`src/rtl/smsq_consts.svh`:
```
`ifndef SMSQ_CONSTS_SVH
`define SMSQ_CONSTS_SVH

// Register offsets on the management register port.
`define SMSQ_OFS_GAIN      16'h0467
`define SMSQ_OFS_MANUAL    16'h0468
`define SMSQ_OFS_RUN       16'h046A
`define SMSQ_OFS_READOUT   16'h047B

// Reset values.
`define SMSQ_RST_GAIN      16'h0012
`define SMSQ_RST_MANUAL    16'h0920
`define SMSQ_RST_RUN       16'h0094
`define SMSQ_RST_READOUT   16'h0000

// Field positions of the run control register.
`define SMSQ_RUN_START     0
`define SMSQ_RUN_PERIODIC  1
`define SMSQ_RUN_HOLD      2
`define SMSQ_RUN_FORCE     3
`define SMSQ_RUN_DIV_LO    4
`define SMSQ_RUN_DIV_HI    5
`define SMSQ_RUN_AVG       6
`define SMSQ_RUN_DISCARD   7
`define SMSQ_RUN_HISTCLR   8
`define SMSQ_RUN_RW_MASK   16'h01FE

// Field positions of the manual and decimation register.
`define SMSQ_MAN_SEL_LO    0
`define SMSQ_MAN_SEL_HI    2
`define SMSQ_MAN_RDSEL_LO  12
`define SMSQ_MAN_RDSEL_HI  14
`define SMSQ_MAN_HOLD      15

// Sample counts for discard and averaging.
`define SMSQ_CNT_SHORT     3'h2
`define SMSQ_CNT_LONG      3'h4

// Converter clock timing.
`define SMSQ_SYS_CLK_KHZ   100000
`define SMSQ_ADC_FAST_KHZ  12500
`define SMSQ_ADC_DIV_FAST  (`SMSQ_SYS_CLK_KHZ / `SMSQ_ADC_FAST_KHZ)

`endif

```
`src/rtl/smsq_pkg.sv`:
```
package smsq_pkg;

  // Register word of the management port.
  typedef logic [15:0] smsq_word_t;

  // Sequencer states, one-hot.
  typedef enum logic [4:0] {
    SMSQ_IDLE    = 5'b00001,
    SMSQ_LINK    = 5'b00010,
    SMSQ_DISCARD = 5'b00100,
    SMSQ_AVG     = 5'b01000,
    SMSQ_STORE   = 5'b10000
  } smsq_state_e;

endpackage

```
`src/rtl/smsq_clk_div.sv`:
```
`timescale 1ns/1ps
`include "smsq_consts.svh"

module smsq_clk_div #(
  parameter int CNT_W = 5
) (
  input  wire logic       sys_clk,
  input  wire logic       rst_b,
  input  wire logic [1:0] divSel,
  output logic            adcClk,
  output logic            sampleTick
);

  logic [CNT_W-1:0] cnt;             // Divider count within one period.
  logic [CNT_W-1:0] next_cnt;        // Next divider count.
  logic             next_adcClk;     // Next converter clock level.
  logic             next_tick;       // Next sample strobe.
  logic [CNT_W-1:0] lastCnt;         // Final count of the active period.
  logic [1:0]       shift;           // Doublings of the fastest period.
  logic [1:0]       activeSel;       // Divider setting used this period.
  logic [1:0]       next_activeSel;  // Setting for the next period.
  logic             wrap;            // The active period ends this cycle.

  // A new setting is only taken up where a period ends, so a change of
  // rate never leaves a shortened high or low phase on the converter clock.
  // The reserved setting falls back to the slowest rate, so the converter
  // is never clocked faster than software might expect.
  always_comb
  begin
    shift = (activeSel == 2'h3) ? 2'h2 : activeSel;
    lastCnt = CNT_W'((`SMSQ_ADC_DIV_FAST << shift) - 1);
    wrap = (cnt == lastCnt);
    next_cnt = wrap ? '0 : (cnt + CNT_W'(1));
    next_activeSel = wrap ? divSel : activeSel;
    next_tick = !wrap && (next_cnt == lastCnt);
    next_adcClk = (next_cnt > (lastCnt >> 1));
  end

  // Registered so that the clock pin and strobe are glitch free.
  always_ff @(posedge sys_clk)
  begin
    if (!rst_b)
    begin
      cnt <= '0;
      activeSel <= 2'h0;
      adcClk <= 1'b0;
      sampleTick <= 1'b0;
    end
    else
    begin
      cnt <= next_cnt;
      activeSel <= next_activeSel;
      adcClk <= next_adcClk;
      sampleTick <= next_tick;
    end
  end

endmodule // smsq_clk_div

```
`src/rtl/smsq_top.sv`:
```
`timescale 1ns/1ps
`include "smsq_consts.svh"

module smsq_top #(
  parameter int NUM_SENSORS = 8,
  parameter int DATA_W      = 16
) (
  input  wire logic               sys_clk,
  input  wire logic               rst_b,
  input  wire logic [15:0]        regAddr,
  input  wire logic               regWr,
  input  wire logic               regRd,
  input  smsq_pkg::smsq_word_t    regWrData,
  output smsq_pkg::smsq_word_t    regRdData,
  input  wire logic               linkUp,
  input  wire logic               manualOverride,
  input  wire logic [DATA_W-1:0]  adcData,
  output logic                    adcClk,
  output logic [2:0]              sensorSel,
  output logic                    sensorHold,
  output logic                    monitorBusy,
  output smsq_pkg::smsq_word_t    analogGainCtrl,
  output logic [8:0]              decimationCtrl
);
  import smsq_pkg::*;

  smsq_word_t        gainReg;            // Analog gain control word.
  smsq_word_t        manReg;             // Manual and decimation word.
  smsq_word_t        runReg;             // Run control word.
  smsq_word_t        readout;            // Readout value register.
  smsq_state_e       state;              // Sequencer state.
  logic [2:0]        fsmSel;             // Sensor chosen by the sequencer.
  logic [2:0]        sampleCnt;          // Samples seen in this phase.
  logic [DATA_W+1:0] accum;              // Running sum for the average.
  logic [DATA_W-1:0] hist [NUM_SENSORS]; // Averaged result per sensor.
  logic              sampleTick;         // One-cycle converter sample strobe.

  smsq_word_t        next_gainReg;
  smsq_word_t        next_manReg;
  smsq_word_t        next_runReg;
  smsq_word_t        next_readout;
  smsq_word_t        next_regRdData;
  smsq_state_e       next_state;
  logic [2:0]        next_fsmSel;
  logic [2:0]        next_sampleCnt;
  logic [DATA_W+1:0] next_accum;
  logic [DATA_W-1:0] next_hist [NUM_SENSORS];

  logic              holdNow;            // Hold control, including a write.
  logic              startNow;           // Start request this cycle.
  logic [2:0]        discardTarget;      // Samples to throw away.
  logic [2:0]        avgTarget;          // Samples to average.
  logic [DATA_W+1:0] avgValue;           // Sum scaled to one sample.
  logic              lastSensor;         // Sequencer on its final sensor.

  smsq_clk_div #(
    .CNT_W      (5)
  ) u_clk_div (
    .sys_clk    (sys_clk),
    .rst_b      (rst_b),
    .divSel     (runReg[`SMSQ_RUN_DIV_HI:`SMSQ_RUN_DIV_LO]),
    .adcClk     (adcClk),
    .sampleTick (sampleTick)
  );

  // Register file: writes, self-clearing start and registered read data.
  always_comb
  begin
    next_gainReg = gainReg;
    next_manReg = manReg;
    next_runReg = runReg;
    next_regRdData = regRdData;
    next_runReg[`SMSQ_RUN_START] = 1'b0;
    if (regWr && (regAddr == `SMSQ_OFS_GAIN))
    begin
      next_gainReg = regWrData;
    end
    else if (regWr && (regAddr == `SMSQ_OFS_MANUAL))
    begin
      next_manReg = regWrData;
    end
    else if (regWr && (regAddr == `SMSQ_OFS_RUN))
    begin
      // Reserved bits stay zero; start lives for a single cycle only.
      next_runReg = (regWrData & `SMSQ_RUN_RW_MASK) |
                    {15'h0000, regWrData[`SMSQ_RUN_START]};
    end
    if (regRd)
    begin
      // Unmapped offsets read as zero.
      if (regAddr == `SMSQ_OFS_GAIN)
        next_regRdData = gainReg;
      else if (regAddr == `SMSQ_OFS_MANUAL)
        next_regRdData = manReg;
      else if (regAddr == `SMSQ_OFS_RUN)
        next_regRdData = runReg;
      else if (regAddr == `SMSQ_OFS_READOUT)
        next_regRdData = readout;
      else
        next_regRdData = 16'h0000;
    end
  end

  // Register file storage.
  always_ff @(posedge sys_clk)
  begin
    if (!rst_b)
    begin
      gainReg <= `SMSQ_RST_GAIN;
      manReg <= `SMSQ_RST_MANUAL;
      runReg <= `SMSQ_RST_RUN;
      regRdData <= 16'h0000;
    end
    else
    begin
      gainReg <= next_gainReg;
      manReg <= next_manReg;
      runReg <= next_runReg;
      regRdData <= next_regRdData;
    end
  end

  // Sequencer: next state, counters, averaging and history.
  always_comb
  begin
    holdNow = runReg[`SMSQ_RUN_HOLD] ||
              (regWr && (regAddr == `SMSQ_OFS_RUN) &&
               regWrData[`SMSQ_RUN_HOLD]);
    startNow = runReg[`SMSQ_RUN_START];
    discardTarget = runReg[`SMSQ_RUN_DISCARD] ? `SMSQ_CNT_LONG
                                              : `SMSQ_CNT_SHORT;
    avgTarget = runReg[`SMSQ_RUN_AVG] ? `SMSQ_CNT_LONG : `SMSQ_CNT_SHORT;
    avgValue = runReg[`SMSQ_RUN_AVG] ? (accum >> 2) : (accum >> 1);
    lastSensor = (fsmSel == 3'(NUM_SENSORS - 1));
    next_state = state;
    next_fsmSel = fsmSel;
    next_sampleCnt = sampleCnt;
    next_accum = accum;
    for (int i = 0; i < NUM_SENSORS; i++)
      next_hist[i] = hist[i];
    case (state)
      SMSQ_IDLE:
      begin
        next_fsmSel = 3'h0;
        next_sampleCnt = 3'h0;
        next_accum = '0;
        if (startNow)
          next_state = SMSQ_LINK;
      end
      SMSQ_LINK:
      begin
        if (runReg[`SMSQ_RUN_FORCE] || linkUp)
          next_state = SMSQ_DISCARD;
      end
      SMSQ_DISCARD:
      begin
        if (sampleTick)
        begin
          if (sampleCnt == discardTarget - 3'h1)
          begin
            next_sampleCnt = 3'h0;
            next_accum = '0;
            next_state = SMSQ_AVG;
          end
          else
            next_sampleCnt = sampleCnt + 3'h1;
        end
      end
      SMSQ_AVG:
      begin
        if (sampleTick)
        begin
          next_accum = accum + {2'b00, adcData};
          if (sampleCnt == avgTarget - 3'h1)
            next_state = SMSQ_STORE;
          else
            next_sampleCnt = sampleCnt + 3'h1;
        end
      end
      SMSQ_STORE:
      begin
        if (!runReg[`SMSQ_RUN_HISTCLR])
          next_hist[fsmSel] = avgValue[DATA_W-1:0];
        next_sampleCnt = 3'h0;
        next_accum = '0;
        next_state = SMSQ_DISCARD;
        if (lastSensor)
        begin
          next_fsmSel = 3'h0;
          next_state = runReg[`SMSQ_RUN_PERIODIC] ? SMSQ_LINK : SMSQ_IDLE;
        end
        else
          next_fsmSel = fsmSel + 3'h1;
      end
      default:
      begin
        next_state = SMSQ_IDLE;
      end
    endcase
    if (runReg[`SMSQ_RUN_HISTCLR])
    begin
      for (int i = 0; i < NUM_SENSORS; i++)
        next_hist[i] = '0;
    end
    if (holdNow)
    begin
      next_state = SMSQ_IDLE;
      next_fsmSel = 3'h0;
      next_sampleCnt = 3'h0;
      next_accum = '0;
    end
    next_readout = 16'(hist[manReg[`SMSQ_MAN_RDSEL_HI:`SMSQ_MAN_RDSEL_LO]]);
  end

  // Sequencer storage; the history is a plain array in this module.
  always_ff @(posedge sys_clk)
  begin
    if (!rst_b)
    begin
      state <= SMSQ_IDLE;
      fsmSel <= 3'h0;
      sampleCnt <= 3'h0;
      accum <= '0;
      readout <= `SMSQ_RST_READOUT;
      for (int i = 0; i < NUM_SENSORS; i++)
        hist[i] <= '0;
    end
    else
    begin
      state <= next_state;
      fsmSel <= next_fsmSel;
      sampleCnt <= next_sampleCnt;
      accum <= next_accum;
      readout <= next_readout;
      for (int i = 0; i < NUM_SENSORS; i++)
        hist[i] <= next_hist[i];
    end
  end

  // Sensor drive; the override takes select and hold from the manual word, but the sequencer and monitorBusy keep running.
  always_comb
  begin
    if (manualOverride)
    begin
      sensorHold = manReg[`SMSQ_MAN_HOLD];
      sensorSel = manReg[`SMSQ_MAN_SEL_HI:`SMSQ_MAN_SEL_LO];
    end
    else
    begin
      sensorHold = (state == SMSQ_IDLE) || (state == SMSQ_LINK);
      sensorSel = fsmSel;
    end
    monitorBusy = (state != SMSQ_IDLE);
    analogGainCtrl = gainReg;
    decimationCtrl = manReg[11:3];
  end

endmodule // smsq_top

```
`config.mk`:
```
export PLATFORM = sky130hd
export DESIGN_NAME = smsq_top
export DESIGN_NICKNAME = d
export VERILOG_FILES = /design/src/rtl/smsq_pkg.sv /design/src/rtl/smsq_clk_div.sv /design/src/rtl/smsq_top.sv
export VERILOG_INCLUDE_DIRS = /design/src /design/src/rtl
export SDC_FILE = /design/constraint.sdc
export NUM_CORES = 1
export LEC_CHECK = 0
export ABC_CLOCK_PERIOD_IN_PS = 3700
export BUFFER_PORTS_ARGS = -buffer_cell sky130_fd_sc_hd__buf_4
export CAP_MARGIN = 20
export CORE_ASPECT_RATIO = 2
export CORE_MARGIN = 10
export CORE_UTILIZATION = 30
export CTS_CLUSTER_DIAMETER = 200
export CTS_CLUSTER_SIZE = 24
export DETAILED_ROUTE_END_ITERATION = 12
export HOLD_SLACK_MARGIN = 0.06
export PLACE_DENSITY = 0.49
export SYNTH_ARGS = -nofsm -noshare
export SYNTH_HDL_FRONTEND = slang
export SYNTH_SLANG_ARGS = --single-unit
```
`constraint.sdc`:
```
create_clock -name sys_clk -period 3.7 [get_ports sys_clk]
set_input_delay 0.555 -clock sys_clk [delete_from_list [all_inputs] [get_ports sys_clk]]
set_output_delay 0.555 -clock sys_clk [all_outputs]
set_load 0.01 [all_outputs]
```
==> impl_table.tex, run 1 <==
\begin{tabular}{lr}
\hline
Metric & Value \\
\hline
\multicolumn{2}{l}{\textbf{Clock tree}} \\
\quad Post-cts resize count & 0 \\
\quad Clock tree from TritonCTS & built \\
\quad Clock buffer count from CTS & 13 \\
\quad CTS Root Cell & clkbuf\_16 \\
\quad Clock Latency Late Sink & 0.50 ns \\
\quad Number of hold buffers added after cts & 0 \\
\quad Largest buffer count on any clock path & 3 \\
\quad Total number of H-tree levels & 1 \\
\quad Number of setup buffers added after CTS & 0 \\
\quad Clock transition time at the flip-flop clock pins of the worst setup and hold paths & 0.11 ns \\
\quad TritonCTS Sinks & 239 \\
\multicolumn{2}{l}{\textbf{Floorplanning}} \\
\quad I/O pin count & 101 \\
\quad Floorplan core area & 36300 um2 \\
\quad Count of standard-cell rows & 99 \\
\quad Die ar. & 45000 um2 \\
\quad Chip Width & 155 um \\
\quad Initial core utilization & 0.302 \\
\quad Height of the die & 290 um \\
\multicolumn{2}{l}{\textbf{GRT}} \\
\quad Overall overflow remaining after global route & 0 \\
\quad Initial antenna violation count & 0 \\
\quad Total routing usage reported by global routing & 0.144 \\
\quad Via count of the first global-routing pass & 8835 \\
\quad First-pass GRT wire length & 52200 um \\
\quad Pin count of the biggest net entering global routing & 88 \\
\multicolumn{2}{l}{\textbf{Setup path}} \\
\quad Data arrival time at the worst-slack endpoint & 3.00 ns \\
\quad Slack of the worst reg-to-reg path & 1.10 ns \\
\quad Start-to-end type of the worst setup path & reg -> reg \\
\quad Required time reported for the critical path endpoint & 4.10 ns \\
\quad Peak fanout along the critical path & 3 \\
\quad R2r worst-path depth & 9 \\
\quad Nature of the critical path startpoint & flip-flop \\
\quad Type of destination of the critical path & flip-flop \\
\multicolumn{2}{l}{\textbf{Final layout}} \\
\quad Design area & 12400 um2 \\
\quad Fraction of layout cells with a size suffix above 1 & 0.153 \\
\quad Fillcell total & 3782 \\
\quad Count of nets after finishing & 1326 \\
\quad Diode insertion count for antenna repair & 0 \\
\quad Relative area change from synthesis to final layout & 13.2\% \\
\quad Total area of multi-input combinational cells & 5740 um2 \\
\quad FF/Latch Area & 4790 um2 \\
\quad Final Instance Count excl. Fillers & 1701 \\
\multicolumn{2}{l}{\textbf{Yosys}} \\
\quad Synthesized instance count & 1208 \\
\quad Yosys cell types & 61 \\
\quad Post-synth top area cell & dfxtp\_1 \\
\quad Synthesized-area fraction occupied by ao, oa, aoi and oai cells & 0.196 \\
\quad Mux share of post-synthesis cell area & 0.107 \\
\quad Share of the synthesized netlist area taken by xor and xnor gates & 0.0120 \\
\quad Yosys Warn Count & 0 \\
\quad Post-Synthesis Mean Instance Area & 9.07 um2 \\
\quad Area of the mapped netlist & 11000 um2 \\
\quad Synth async-reset ratio & 0 \\
\quad Part of the Yosys area used for sequential elements & 0.437 \\
\quad Predominant post-synthesis flop cell & dfxtp\_1 \\
\quad Simple-gate share of the synthesized area & 0.175 \\
\quad Cells taking the most area after synthesis & dfxtp\_1 (44\%), a211oi\_1 (9.1\%), mux4\_2 (6.6\%) \\
\quad Number of enable-type register cells in the synthesized netlist & 0 \\
\quad Flops \& latches, synth & 239 \\
\quad Dominant combinational cell family by area after synthesis & compound AO/OA/AOI/OAI gates \\
\quad Syn\_nets & 1286 \\
\quad Area share of the leading cell type in the synthesized netlist & 0.437 \\
\quad Post-Synth Adder-Cell Area & 0.0281 \\
\multicolumn{2}{l}{\textbf{Routing}} \\
\quad Routed WL per cell & 19.8 um \\
\quad Drc violations & 0 \\
\quad Total wire length after detailed routing & 33600 um \\
\quad Ratio of routed vias to standard cells & 5.24 \\
\quad Number of routed nets with antenna violations & 0 \\
\quad Via total after detailed routing & 8919 \\
\quad Initial DRC count & 450 \\
\quad Detailed-routing iteration count for the pre-antenna-repair pass & 5 \\
\multicolumn{2}{l}{\textbf{Outcome}} \\
\quad Status & finished clean \\
\multicolumn{2}{l}{\textbf{Place}} \\
\quad Cells after DPL & 1687 \\
\quad Count of buffers from port buffering & 100 \\
\quad Placement-stage cell area & 12100 um2 \\
\quad HPWL reported at the end of detailed placement & 24200 um \\
\quad Final weighted congestion in routability-driven placement & 0.854 \\
\multicolumn{2}{l}{\textbf{Power}} \\
\quad Switching portion of total power & 0.229 \\
\quad Leak Pwr & 4.08 nW \\
\quad Ratio of total power to cell area & 345 nW/um2 \\
\quad Register share of total power & 0.604 \\
\quad Net Sw Power & 980 uW \\
\quad Post-route total power & 4.28 mW \\
\quad Maximum ir drop on the vdd rail & 0.305 mV \\
\quad Internal power consumption & 3.30 mW \\
\quad Combinational share of power & 0.045 \\
\quad Relative contribution of the clock network to total power & 0.351 \\
\multicolumn{2}{l}{\textbf{STA}} \\
\quad Setup violators final & 0 \\
\quad Share of the cycle needed by the critical path after routing & 0.703 \\
\quad Worst slew pin tran & 1.04 ns \\
\quad Unrepaired setup endpoints after global routing & false \\
\quad Hold Vio Cnt, Final & 0 \\
\quad Final Hold Slack & 0.294 ns \\
\quad Post-Route Setup TNS & 0 ns \\
\quad Highest achievable clock rate & 384 MHz \\
\quad Final Slew Violations & 0 \\
\quad Worst rel slew slack & 0.288 \\
\quad Final critical path time including I/O delays and setup & 2.60 ns \\
\quad Clk\_skew & 0.0229 ns \\
\multicolumn{2}{l}{\textbf{Hold path}} \\
\quad Worst Hold Depth & 3 \\
\quad Classification of the worst-slack hold path & in -> reg \\
\multicolumn{2}{l}{\textbf{Flow run}} \\
\quad Number of max-cap violations & 0 \\
\hline
\end{tabular}
## critical path, cell delays in order (launching register included)
cell and delay [ns]:
dfxtp_1 0.35, ha_1 0.21, inv_1 0.07, fa_1 0.39, nand2b_1 0.20, a21oi_1 0.24
nor2_1 0.10, o311ai_0 0.61, mux2i_1 0.27, nand2_1 0.06
## registers in the layout, indices dropped and copies added, names as in the netlist
| signal | flops |
|---|---|
| hist | 128 |
| accum | 18 |
| analogGainCtrl | 16 |
| manReg | 16 |
| readout | 16 |
| regRdData | 16 |
| runReg | 9 |
| state | 5 |
| u_clk_div.cnt | 5 |
| fsmSel | 3 |
| sampleCnt | 3 |
| u_clk_div.activeSel | 2 |
| u_clk_div.adcClk | 1 |
| u_clk_div.sampleTick | 1 |
## power groups by stage
stage | Combinational, mW | Clock [mW] | Sequential [mW]
after floorplan | 0.0946 | 0 | 2.65
after global placement | 0.196 | 0 | 2.65
after detailed placement | 0.197 | 0 | 2.65
after CTS | 0.197 | 1.56 | 2.59
after global routing | 0.213 | 1.64 | 2.59
final | 0.194 | 1.50 | 2.59
## per-stage QoR
stage                     worst slack, ns  utilization
final                                1.10        0.342
after global routing                0.929        0.342
after CTS                            1.12        0.342
after detailed placement            0.731        0.333
after global placement              0.739        0.332
after floorplan                      1.36            -
## layout by cell type (no fill, tap or decap), drive strengths merged, types with 3 or more instances in the layout
master   count
buf        123
nand4        5
a22oi       19
a211oi     133
o21ai       27
nand3       31
o211ai      12
a21o         4
mux2         5
inv         14
or3          8
and2         6
nor3        15
ha          23
mux2i       40
nor2b        4
o2111ai      6
o21a         3
dfxtp      239
nor3b        4
a21oi       73
nand2b      16
xor2         9
o2bb2ai      5
nand2      128
nor2       187
mux4        32
a22o         6
and3         6
nor4         7
nor4b        3
a31oi       13
clkbuf      14
xnor2        6
## layout make-up
cell class,instances,area share
Sequential cell,239,0.386
Multi-Input combinational cell,857,0.463
Inverter,14,0.00424
Timing Repair Buffer,123,0.0745
Clock buffer,14,0.0265
Tap cell,454,0.0458
## synth_stat cells (3+ instances only)
cell,instances
o2bb2ai_1,5
a31oi_1,13
nor2_2,3
nand4_1,5
a211oi_1,133
nor3_1,13
buf_1,4
inv_1,14
dfxtp_1,239
buf_2,28
nor2_1,184
mux2i_1,40
o21a_1,3
nand3_1,31
and2_1,6
o2111ai_1,6
buf_4,11
and3_1,6
xor2_1,9
a22oi_1,19
o211ai_1,12
mux2_2,5
a21oi_1,73
mux4_2,32
or3_1,8
nand2b_1,16
nand2_1,128
a22o_1,6
clkbuf_1,54
ha_1,23
o21ai_0,25
a21o_1,4
nor4_1,4
nor2b_1,4
xnor2_1,6
## final timing paths
check	startpoint	end
max reg2reg	accum[0]	accum[12]
max	accum[0]	accum[12]
min	regWrData[4]	analogGainCtrl[4]
min reg2reg	readout[14]	regRdData[14]
## per-layer routing
metal / track usage / share of wire
met5: 0 / 0
met4: 0.0539 / 0.032
met3: 0.0153 / 0.031
met2: 0.276 / 0.55
met1: 0.155 / 0.39
## cells by family after synthesis
group,Yosys count
and+or+nand+nor,426
AOI/OAI and AO/OA,315
DFF,239
buffers and inverters,112
muxes,77
adders and majority gates,24
xor gates and xnor gates,15
(Power assumes the default switching activity.)
==> run 2, diff against run 1 <==
Settings changed: ABC_CLOCK_PERIOD_IN_PS 3700 to 2500.
Clock period 3.7 ns to 2.5 ns, I/O delays scaled along.
==> run 2 against run 1 <==
  * Die area unchanged
  * Via count grew 1.9%
  * Utilization rose by 1.2 points
  * Register-to-register slack got worse by 0.85 ns
  * Global-route usage is 0.20 points higher
  * Design area grew 3.6%
  * Total power up 49%
  * Critical path type unchanged
  * Critical endpoint is now accum[14]
  * Largest cell class unchanged
  * Largest power group unchanged
==> impl_table.tex, run 2 (same netlist as run 1, synthesis figures left out) <==
\begin{tabular}{lr}
\hline
Metric & Value \\
\hline
\multicolumn{2}{l}{\textbf{Outcome}} \\
\quad Status & finished clean (unchanged) \\
\multicolumn{2}{l}{\textbf{Clock tree}} \\
\quad Total number of H-tree levels & 1 (unchanged) \\
\quad Clock transition time at the flip-flop clock pins of the worst setup and hold paths & 0.10 ns (was 0.11 ns) \\
\quad Clock buffer count from CTS & 13 (unchanged) \\
\quad Clock tree from TritonCTS & built (unchanged) \\
\quad Clock Latency Late Sink & 0.50 ns (about the same) \\
\quad TritonCTS Sinks & 239 (unchanged) \\
\quad Number of setup buffers added after CTS & 0 (unchanged) \\
\quad Largest buffer count on any clock path & 3 (unchanged) \\
\quad CTS Root Cell & clkbuf\_16 (unchanged) \\
\multicolumn{2}{l}{\textbf{Routing}} \\
\quad Detailed-routing iteration count for the pre-antenna-repair pass & 5 (unchanged) \\
\quad Total wire length after detailed routing & 34000 um (was 33600 um) \\
\quad Ratio of routed vias to standard cells & 5.23 (was 5.24) \\
\quad Number of routed nets with antenna violations & 0 (unchanged) \\
\quad Initial DRC count & 444 (was 450) \\
\quad Routed WL per cell & 19.5 um (was 19.8 um) \\
\quad Via total after detailed routing & 9091 (was 8919) \\
\quad Drc violations & 0 (unchanged) \\
\multicolumn{2}{l}{\textbf{Final layout}} \\
\quad Register bank with the most flops & hist (unchanged) \\
\quad Design area & 12800 um2 (was 12400 um2) \\
\quad Final Instance Count excl. Fillers & 1739 (was 1701) \\
\quad Relative area change from synthesis to final layout & 17.2\% (was 13.2\%) \\
\quad Finished Core Util & 0.354 (was 0.342) \\
\quad Most frequent standard cell in the layout excluding fill and tap cells & dfxtp\_1 (unchanged) \\
\quad Fillcell total & 3704 (was 3782) \\
\quad Top flop regs & hist: 128 flops, accum: 18 flops (unchanged) \\
\quad Highest-count cells in the layout ignoring fill and taps & dfxtp\_1 (238), nor2\_1 (183), buf\_4 (148) (was dfxtp\_1 (238), nor2\_1 (183), a211oi\_1 (133)) \\
\quad Diode insertion count for antenna repair & 0 (unchanged) \\
\quad Fraction of layout cells with a size suffix above 1 & 0.179 (was 0.153) \\
\quad Count of nets after finishing & 1363 (was 1326) \\
\quad Max reg flops & 128 (unchanged) \\
\multicolumn{2}{l}{\textbf{Setup path}} \\
\quad Start-to-end type of the worst setup path & reg -> reg (unchanged) \\
\quad Slack of the worst reg-to-reg path & 0.25 ns (was 1.10 ns) \\
\quad Endpoint of the worst-slack reg-to-reg timing path & accum[14] (was accum[12]) \\
\quad WP buf/inv & 2 (was 1) \\
\quad Required time reported for the critical path endpoint & 2.87 ns (was 4.10 ns) \\
\quad Type of destination of the critical path & flip-flop (unchanged) \\
\quad Peak fanout along the critical path & 3 (unchanged) \\
\quad Critical-path cell with the highest stage delay & fa\_1 (was o311ai\_0) \\
\quad R2r worst-path depth & 10 (was 9) \\
\quad Data arrival time at the worst-slack endpoint & 2.63 ns (was 3.00 ns) \\
\quad Cell breakdown of the critical path & ha\_1 -> inv\_1 -> fa\_1 -> nand2b\_1 -> a21oi\_1 -> buf\_4 -> o211ai\_1 -> and3\_1 -> o21ai\_0 -> a21oi\_1 (was ha\_1 -> inv\_1 -> fa\_1 -> nand2b\_1 -> a21oi\_1 -> nor2\_1 -> o311ai\_0 -> mux2i\_1 -> nand2\_1) \\
\quad Nature of the critical path startpoint & flip-flop (unchanged) \\
\quad Most Frequent Cell on Critical Path & a21oi\_1 \\
\quad Launching point of the worst reg2reg path & accum[0] (unchanged) \\
\quad Kind of cell adding the most delay to the critical path & compound AO/OA/AOI/OAI gates (unchanged) \\
\quad Delay of the slowest cell on the worst path & 0.38 ns (was 0.61 ns) \\
\multicolumn{2}{l}{\textbf{STA}} \\
\quad Share of the cycle needed by the critical path after routing & 0.902 (was 0.703) \\
\quad Clk\_skew & 0.0190 ns (was 0.0229 ns) \\
\quad Hold Vio Cnt, Final & 0 (unchanged) \\
\quad Worst slew pin tran & 0.798 ns (was 1.04 ns) \\
\quad Min setup slack post-route & 0.245 ns (was 1.10 ns) \\
\quad Setup violators final & 0 (unchanged) \\
\quad Worst rel slew slack & 0.453 (was 0.288) \\
\quad Final critical path time including I/O delays and setup & 2.25 ns (was 2.60 ns) \\
\quad Post-Route Setup TNS & 0 ns (unchanged) \\
\quad Final Hold Slack & 0.0980 ns (was 0.294 ns) \\
\quad Highest achievable clock rate & 443 MHz (was 384 MHz) \\
\quad Final Slew Violations & 0 (unchanged) \\
\quad Unrepaired setup endpoints after global routing & false (unchanged) \\
\multicolumn{2}{l}{\textbf{Place}} \\
\quad HPWL reported at the end of detailed placement & 24600 um (was 24200 um) \\
\quad Pre-CTS setup slack & 0.0965 ns (was 0.731 ns) \\
\quad Cells after DPL & 1724 (was 1687) \\
\quad Count of buffers from port buffering & 100 (unchanged) \\
\quad Final weighted congestion in routability-driven placement & 0.863 (was 0.854) \\
\quad Placement-stage cell area & 12500 um2 (was 12100 um2) \\
\multicolumn{2}{l}{\textbf{Floorplanning}} \\
\quad Height of the die & 290 um (unchanged) \\
\quad Count of standard-cell rows & 99 (unchanged) \\
\quad Die ar. & 45000 um2 (unchanged) \\
\quad Floorplan core area & 36300 um2 (unchanged) \\
\quad Chip Width & 155 um (unchanged) \\
\quad I/O pin count & 101 (unchanged) \\
\quad Initial core utilization & 0.302 (unchanged) \\
\multicolumn{2}{l}{\textbf{Power}} \\
\quad Leak Pwr & 4.31 nW (was 4.08 nW) \\
\quad Post-route total power & 6.36 mW (was 4.28 mW) \\
\quad Switching portion of total power & 0.229 (about the same) \\
\quad Combinational share of power & 0.047 (was 0.045) \\
\quad Register share of total power & 0.602 (was 0.604) \\
\quad Ratio of total power to cell area & 495 nW/um2 (was 345 nW/um2) \\
\quad Maximum ir drop on the vdd rail & 0.409 mV (was 0.305 mV) \\
\quad Net Sw Power & 1.46 mW (was 980 uW) \\
\quad Internal power consumption & 4.90 mW (was 3.30 mW) \\
\quad Relative contribution of the clock network to total power & 0.351 (about the same) \\
\multicolumn{2}{l}{\textbf{GRT}} \\
\quad Pin count of the biggest net entering global routing & 59 (was 88) \\
\quad Total routing usage reported by global routing & 0.146 (was 0.144) \\
\quad Via count of the first global-routing pass & 9211 (was 8835) \\
\quad Initial antenna violation count & 0 (unchanged) \\
\quad Overall overflow remaining after global route & 0 (unchanged) \\
\quad First-pass GRT wire length & 53100 um (was 52200 um) \\
\multicolumn{2}{l}{\textbf{Hold path}} \\
\quad Worst hold endpoint & manReg[11] (was analogGainCtrl[4]) \\
\quad Worst Hold Depth & 3 (unchanged) \\
\quad Classification of the worst-slack hold path & in -> reg (unchanged) \\
\quad Hold wc startpoint & regWrData[11] (was regWrData[4]) \\
\multicolumn{2}{l}{\textbf{Flow run}} \\
\quad Number of max-cap violations & 0 (unchanged) \\
\hline
\end{tabular}
-- run 2: changes by cell type in the layout (fill, tap and decap cells not counted), sizes merged --
cell / previous run / this run
inv: 14 / 15
buf: 123 / 160
-- run 2: how the worst max path moves through the flow --
stage	start	to	slack, ns	cells after the start
finish	accum[0]	accum[14]	0.25	10
global route	accum[0]	accum[14]	0.09	10
CTS	state[2]	monitorBusy	0.14	5
detailed placement	adcData[0]	accum[12]	0.1	10
global placement	adcData[0]	accum[12]	0.1	10
floorplan	adcData[0]	accum[12]	0.34	9
-- run 2: cell type report --
type,instances,area [um2],share of cell area
clock buffers,14,329,0.0256
clock inverters,1,8.76,0.000682
inverters,14,52.6,0.00409
multi-input cells,857,5740,0.447
flip-flops and latches,239,4790,0.373
well taps,454,568,0.0442
repair buffers,160,1350,0.105
-- run 2: routing by layer --
layer	up-vias	routed length [um]	global-route usage
met5	-	0	0
met4	0	1060	0.0564
met3	49	1150	0.0156
met2	196	18600	0.281
met1	4322	13200	0.156
li1	4524	-	-
-- run 2: tightest hold or removal path: cells and delay by family --
kind	cells	cell delay, ns
simple gates	2	0.11
buf+inv	1	0.08
-- run 2: timing repair --
action                                 CTS  global route
hold buffers                             0             0
setup endpoints to repair                0             3
gates resized for setup                  0             2
endpoints found under the hold margin    0             0
-- run 2: power groups by stage --
stage	Sequential [mW]	Clock (mW)	Combinational, mW
after global routing	3.83	2.44	0.326
final	3.83	2.23	0.300
after detailed placement	3.92	0	0.300
after global placement	3.92	0	0.298
after CTS	3.83	2.35	0.301
after floorplan	3.92	0	0.140
==> run 3, diff against run 2 <==
Settings changed: SETUP_SLACK_MARGIN set to 0.5.
==> run 3 against run 2 <==
  * Setup slack improved by 0.31 ns
  * Cell count shrank 0.12%
  * Total power about the same
  * Routed wire length is 1.6% higher
  * Largest cell class unchanged
  * Design area grew 1.9%
  * Highest routed layer unchanged
==> impl_table.tex, run 3 (same netlist as run 1, synthesis figures left out) <==
\begin{tabular}{lr}
\hline
Metric & Value \\
\hline
\multicolumn{2}{l}{\textbf{Outcome}} \\
\quad Status & finished clean (unchanged) \\
\multicolumn{2}{l}{\textbf{Final layout}} \\
\quad Most frequent standard cell in the layout excluding fill and tap cells & dfxtp\_1 (unchanged) \\
\quad Fillcell total & 3701 (was 3704) \\
\quad Diode insertion count for antenna repair & 0 (unchanged) \\
\quad Count of nets after finishing & 1361 (was 1363) \\
\quad Final Instance Count excl. Fillers & 1737 (was 1739) \\
\quad Top flop regs & hist: 128 flops, accum: 18 flops (unchanged) \\
\quad Design area & 13100 um2 (was 12800 um2) \\
\quad Register bank with the most flops & hist (unchanged) \\
\quad Relative area change from synthesis to final layout & 19.4\% (was 17.2\%) \\
\quad Max reg flops & 128 (unchanged) \\
\quad Fraction of layout cells with a size suffix above 1 & 0.224 (was 0.179) \\
\quad Highest-count cells in the layout ignoring fill and taps & dfxtp\_1 (220), nor2\_1 (179), buf\_4 (146) (was dfxtp\_1 (238), nor2\_1 (183), buf\_4 (148)) \\
\multicolumn{2}{l}{\textbf{Floorplanning}} \\
\quad Chip Width & 155 um (unchanged) \\
\quad Count of standard-cell rows & 99 (unchanged) \\
\quad Initial core utilization & 0.302 (unchanged) \\
\quad I/O pin count & 101 (unchanged) \\
\quad Floorplan core area & 36300 um2 (unchanged) \\
\quad Die ar. & 45000 um2 (unchanged) \\
\quad Height of the die & 290 um (unchanged) \\
\multicolumn{2}{l}{\textbf{Routing}} \\
\quad Detail Route met2 WL & 19500 um (was 18600 um) \\
\quad Via total after detailed routing & 9057 (was 9091) \\
\quad Detailed route wirelength on metal3 & 997 um (was 1150 um) \\
\quad Number of routed nets with antenna violations & 0 (unchanged) \\
\quad Drc violations & 0 (unchanged) \\
\quad Total wire length after detailed routing & 34500 um (was 34000 um) \\
\quad Routed WL per cell & 19.9 um (was 19.5 um) \\
\quad Initial DRC count & 479 (was 444) \\
\quad Detailed-routing iteration count for the pre-antenna-repair pass & 5 (unchanged) \\
\quad Metal1 wirelength & 13300 um (was 13200 um) \\
\quad Top sig layer & met4 (unchanged) \\
\quad Ratio of routed vias to standard cells & 5.21 (was 5.23) \\
\multicolumn{2}{l}{\textbf{Power}} \\
\quad Post-route total power & 6.36 mW (about the same) \\
\quad Leak Pwr & 4.32 nW (was 4.31 nW) \\
\quad Ratio of total power to cell area & 487 nW/um2 (was 495 nW/um2) \\
\quad Maximum ir drop on the vdd rail & 0.669 mV (was 0.409 mV) \\
\multicolumn{2}{l}{\textbf{Place}} \\
\quad Cells after DPL & 1713 (was 1724) \\
\quad Count of buffers from port buffering & 100 (unchanged) \\
\quad Placement-stage cell area & 12400 um2 (was 12500 um2) \\
\quad Final weighted congestion in routability-driven placement & 0.831 (was 0.863) \\
\quad HPWL reported at the end of detailed placement & 24500 um (was 24600 um) \\
\multicolumn{2}{l}{\textbf{STA}} \\
\quad Share of the cycle needed by the critical path after routing & 0.777 (was 0.902) \\
\quad Setup violators final & 0 (unchanged) \\
\quad Clk\_skew & 0.00792 ns (was 0.0190 ns) \\
\quad Hold Vio Cnt, Final & 0 (unchanged) \\
\quad Final critical path time including I/O delays and setup & 1.94 ns (was 2.25 ns) \\
\quad Worst slew pin tran & 0.780 ns (was 0.798 ns) \\
\quad Unrepaired setup endpoints after global routing & true (was false) \\
\quad Worst rel slew slack & 0.465 (was 0.453) \\
\quad Highest achievable clock rate & 515 MHz (was 443 MHz) \\
\quad Post-Route Setup TNS & 0 ns (unchanged) \\
\quad Final Slew Violations & 0 (unchanged) \\
\multicolumn{2}{l}{\textbf{Clock tree}} \\
\quad TritonCTS Sinks & 239 (unchanged) \\
\quad Clock buffer count from CTS & 13 (unchanged) \\
\quad Clock Latency Late Sink & 0.50 ns (about the same) \\
\quad Clock transition time at the flip-flop clock pins of the worst setup and hold paths & 0.10 ns (about the same) \\
\quad CTS Root Cell & clkbuf\_16 (unchanged) \\
\quad Clock tree from TritonCTS & built (unchanged) \\
\quad Total number of H-tree levels & 1 (unchanged) \\
\quad Largest buffer count on any clock path & 3 (unchanged) \\
\multicolumn{2}{l}{\textbf{Setup path}} \\
\quad Slack of the worst reg-to-reg path & 0.56 ns (was 0.25 ns) \\
\quad Nature of the critical path startpoint & flip-flop (unchanged) \\
\quad Type of destination of the critical path & flip-flop (unchanged) \\
\quad Data arrival time at the worst-slack endpoint & 2.38 ns (was 2.63 ns) \\
\quad Required time reported for the critical path endpoint & 2.94 ns (was 2.87 ns) \\
\quad Start-to-end type of the worst setup path & reg -> reg (unchanged) \\
\quad Peak fanout along the critical path & 6 (was 3) \\
\multicolumn{2}{l}{\textbf{GRT}} \\
\quad Total routing usage reported by global routing & 0.148 (was 0.146) \\
\quad Via count of the first global-routing pass & 9289 (was 9211) \\
\quad Pin count of the biggest net entering global routing & 59 (unchanged) \\
\quad Initial antenna violation count & 0 (unchanged) \\
\quad First-pass GRT wire length & 53600 um (was 53100 um) \\
\quad Overall overflow remaining after global route & 0 (unchanged) \\
\multicolumn{2}{l}{\textbf{Hold path}} \\
\quad Classification of the worst-slack hold path & in -> reg (unchanged) \\
\multicolumn{2}{l}{\textbf{Flow run}} \\
\quad Number of max-cap violations & 0 (unchanged) \\
\hline
\end{tabular}
## run 3: area by class of cell
cell class	count	area (um2)	area share
Timing Repair Buffer	158	1320	0.101
Clock inverter	1	8.76	0.000669
Multi-Input combinational cell	857	5970	0.456
Inverter	14	52.6	0.00402
Sequential cell	239	4830	0.369
Clock buffer	14	329	0.0252
Tap cell	454	568	0.0434
## run 3: worst paths after layout
kind | from | endpoint | cells past startpoint
worst max-delay path | accum[12] | accum[16] | 7
worst min-delay path | regWrData[11] | manReg[11] | 3
worst max register to register | accum[12] | accum[16] | 7
worst min register to register | readout[12] | regRdData[12] | 2
## run 3: worst max-delay path, stage by stage, from the launching register on
cell and delay [ns]:
dfxtp_2 0.36, ha_1 0.37, and2_2 0.25, o2111a_1 0.16, a211oi_2 0.28, a21oi_2 0.10, o21ai_1 0.17, mux2i_1 0.19
## run 3: repair_timing
item,CTS,global route
gates cloned,0,1
endpoints found under the setup margin,19,81
hold buffers,0,0
gates resized for setup,34,49
pin swaps,7,13
setup buffers,3,5
## run 3: routing by layer
| metal | GRT usage | up-vias |
|---|---|---|
| met5 | 0 | - |
| met2 | 0.290 | 147 |
| met1 | 0.156 | 4362 |
| met4 | 0.0516 | 0 |
| met3 | 0.0148 | 33 |
| li1 | - | 4515 |
## run 3: power by group
part	switching [mW]	leakage, nW	total, mW	internal, mW
clock	1.28	0.166	2.23	0.955
combinational	0.178	2.22	0.311	0.133
sequential	0.0102	1.94	3.82	3.81
total	1.47	4.32	6.36	4.90
## run 3: stage by stage
step                       util  worst slack [ns]  hold slack, ns
after floorplan               -             0.502           0.434
after CTS                 0.354             0.446          0.0733
final                     0.360             0.557          0.0954
after global placement    0.341            0.0502           0.444
after detailed placement  0.341            0.0462           0.449
after global routing      0.360             0.426           0.102
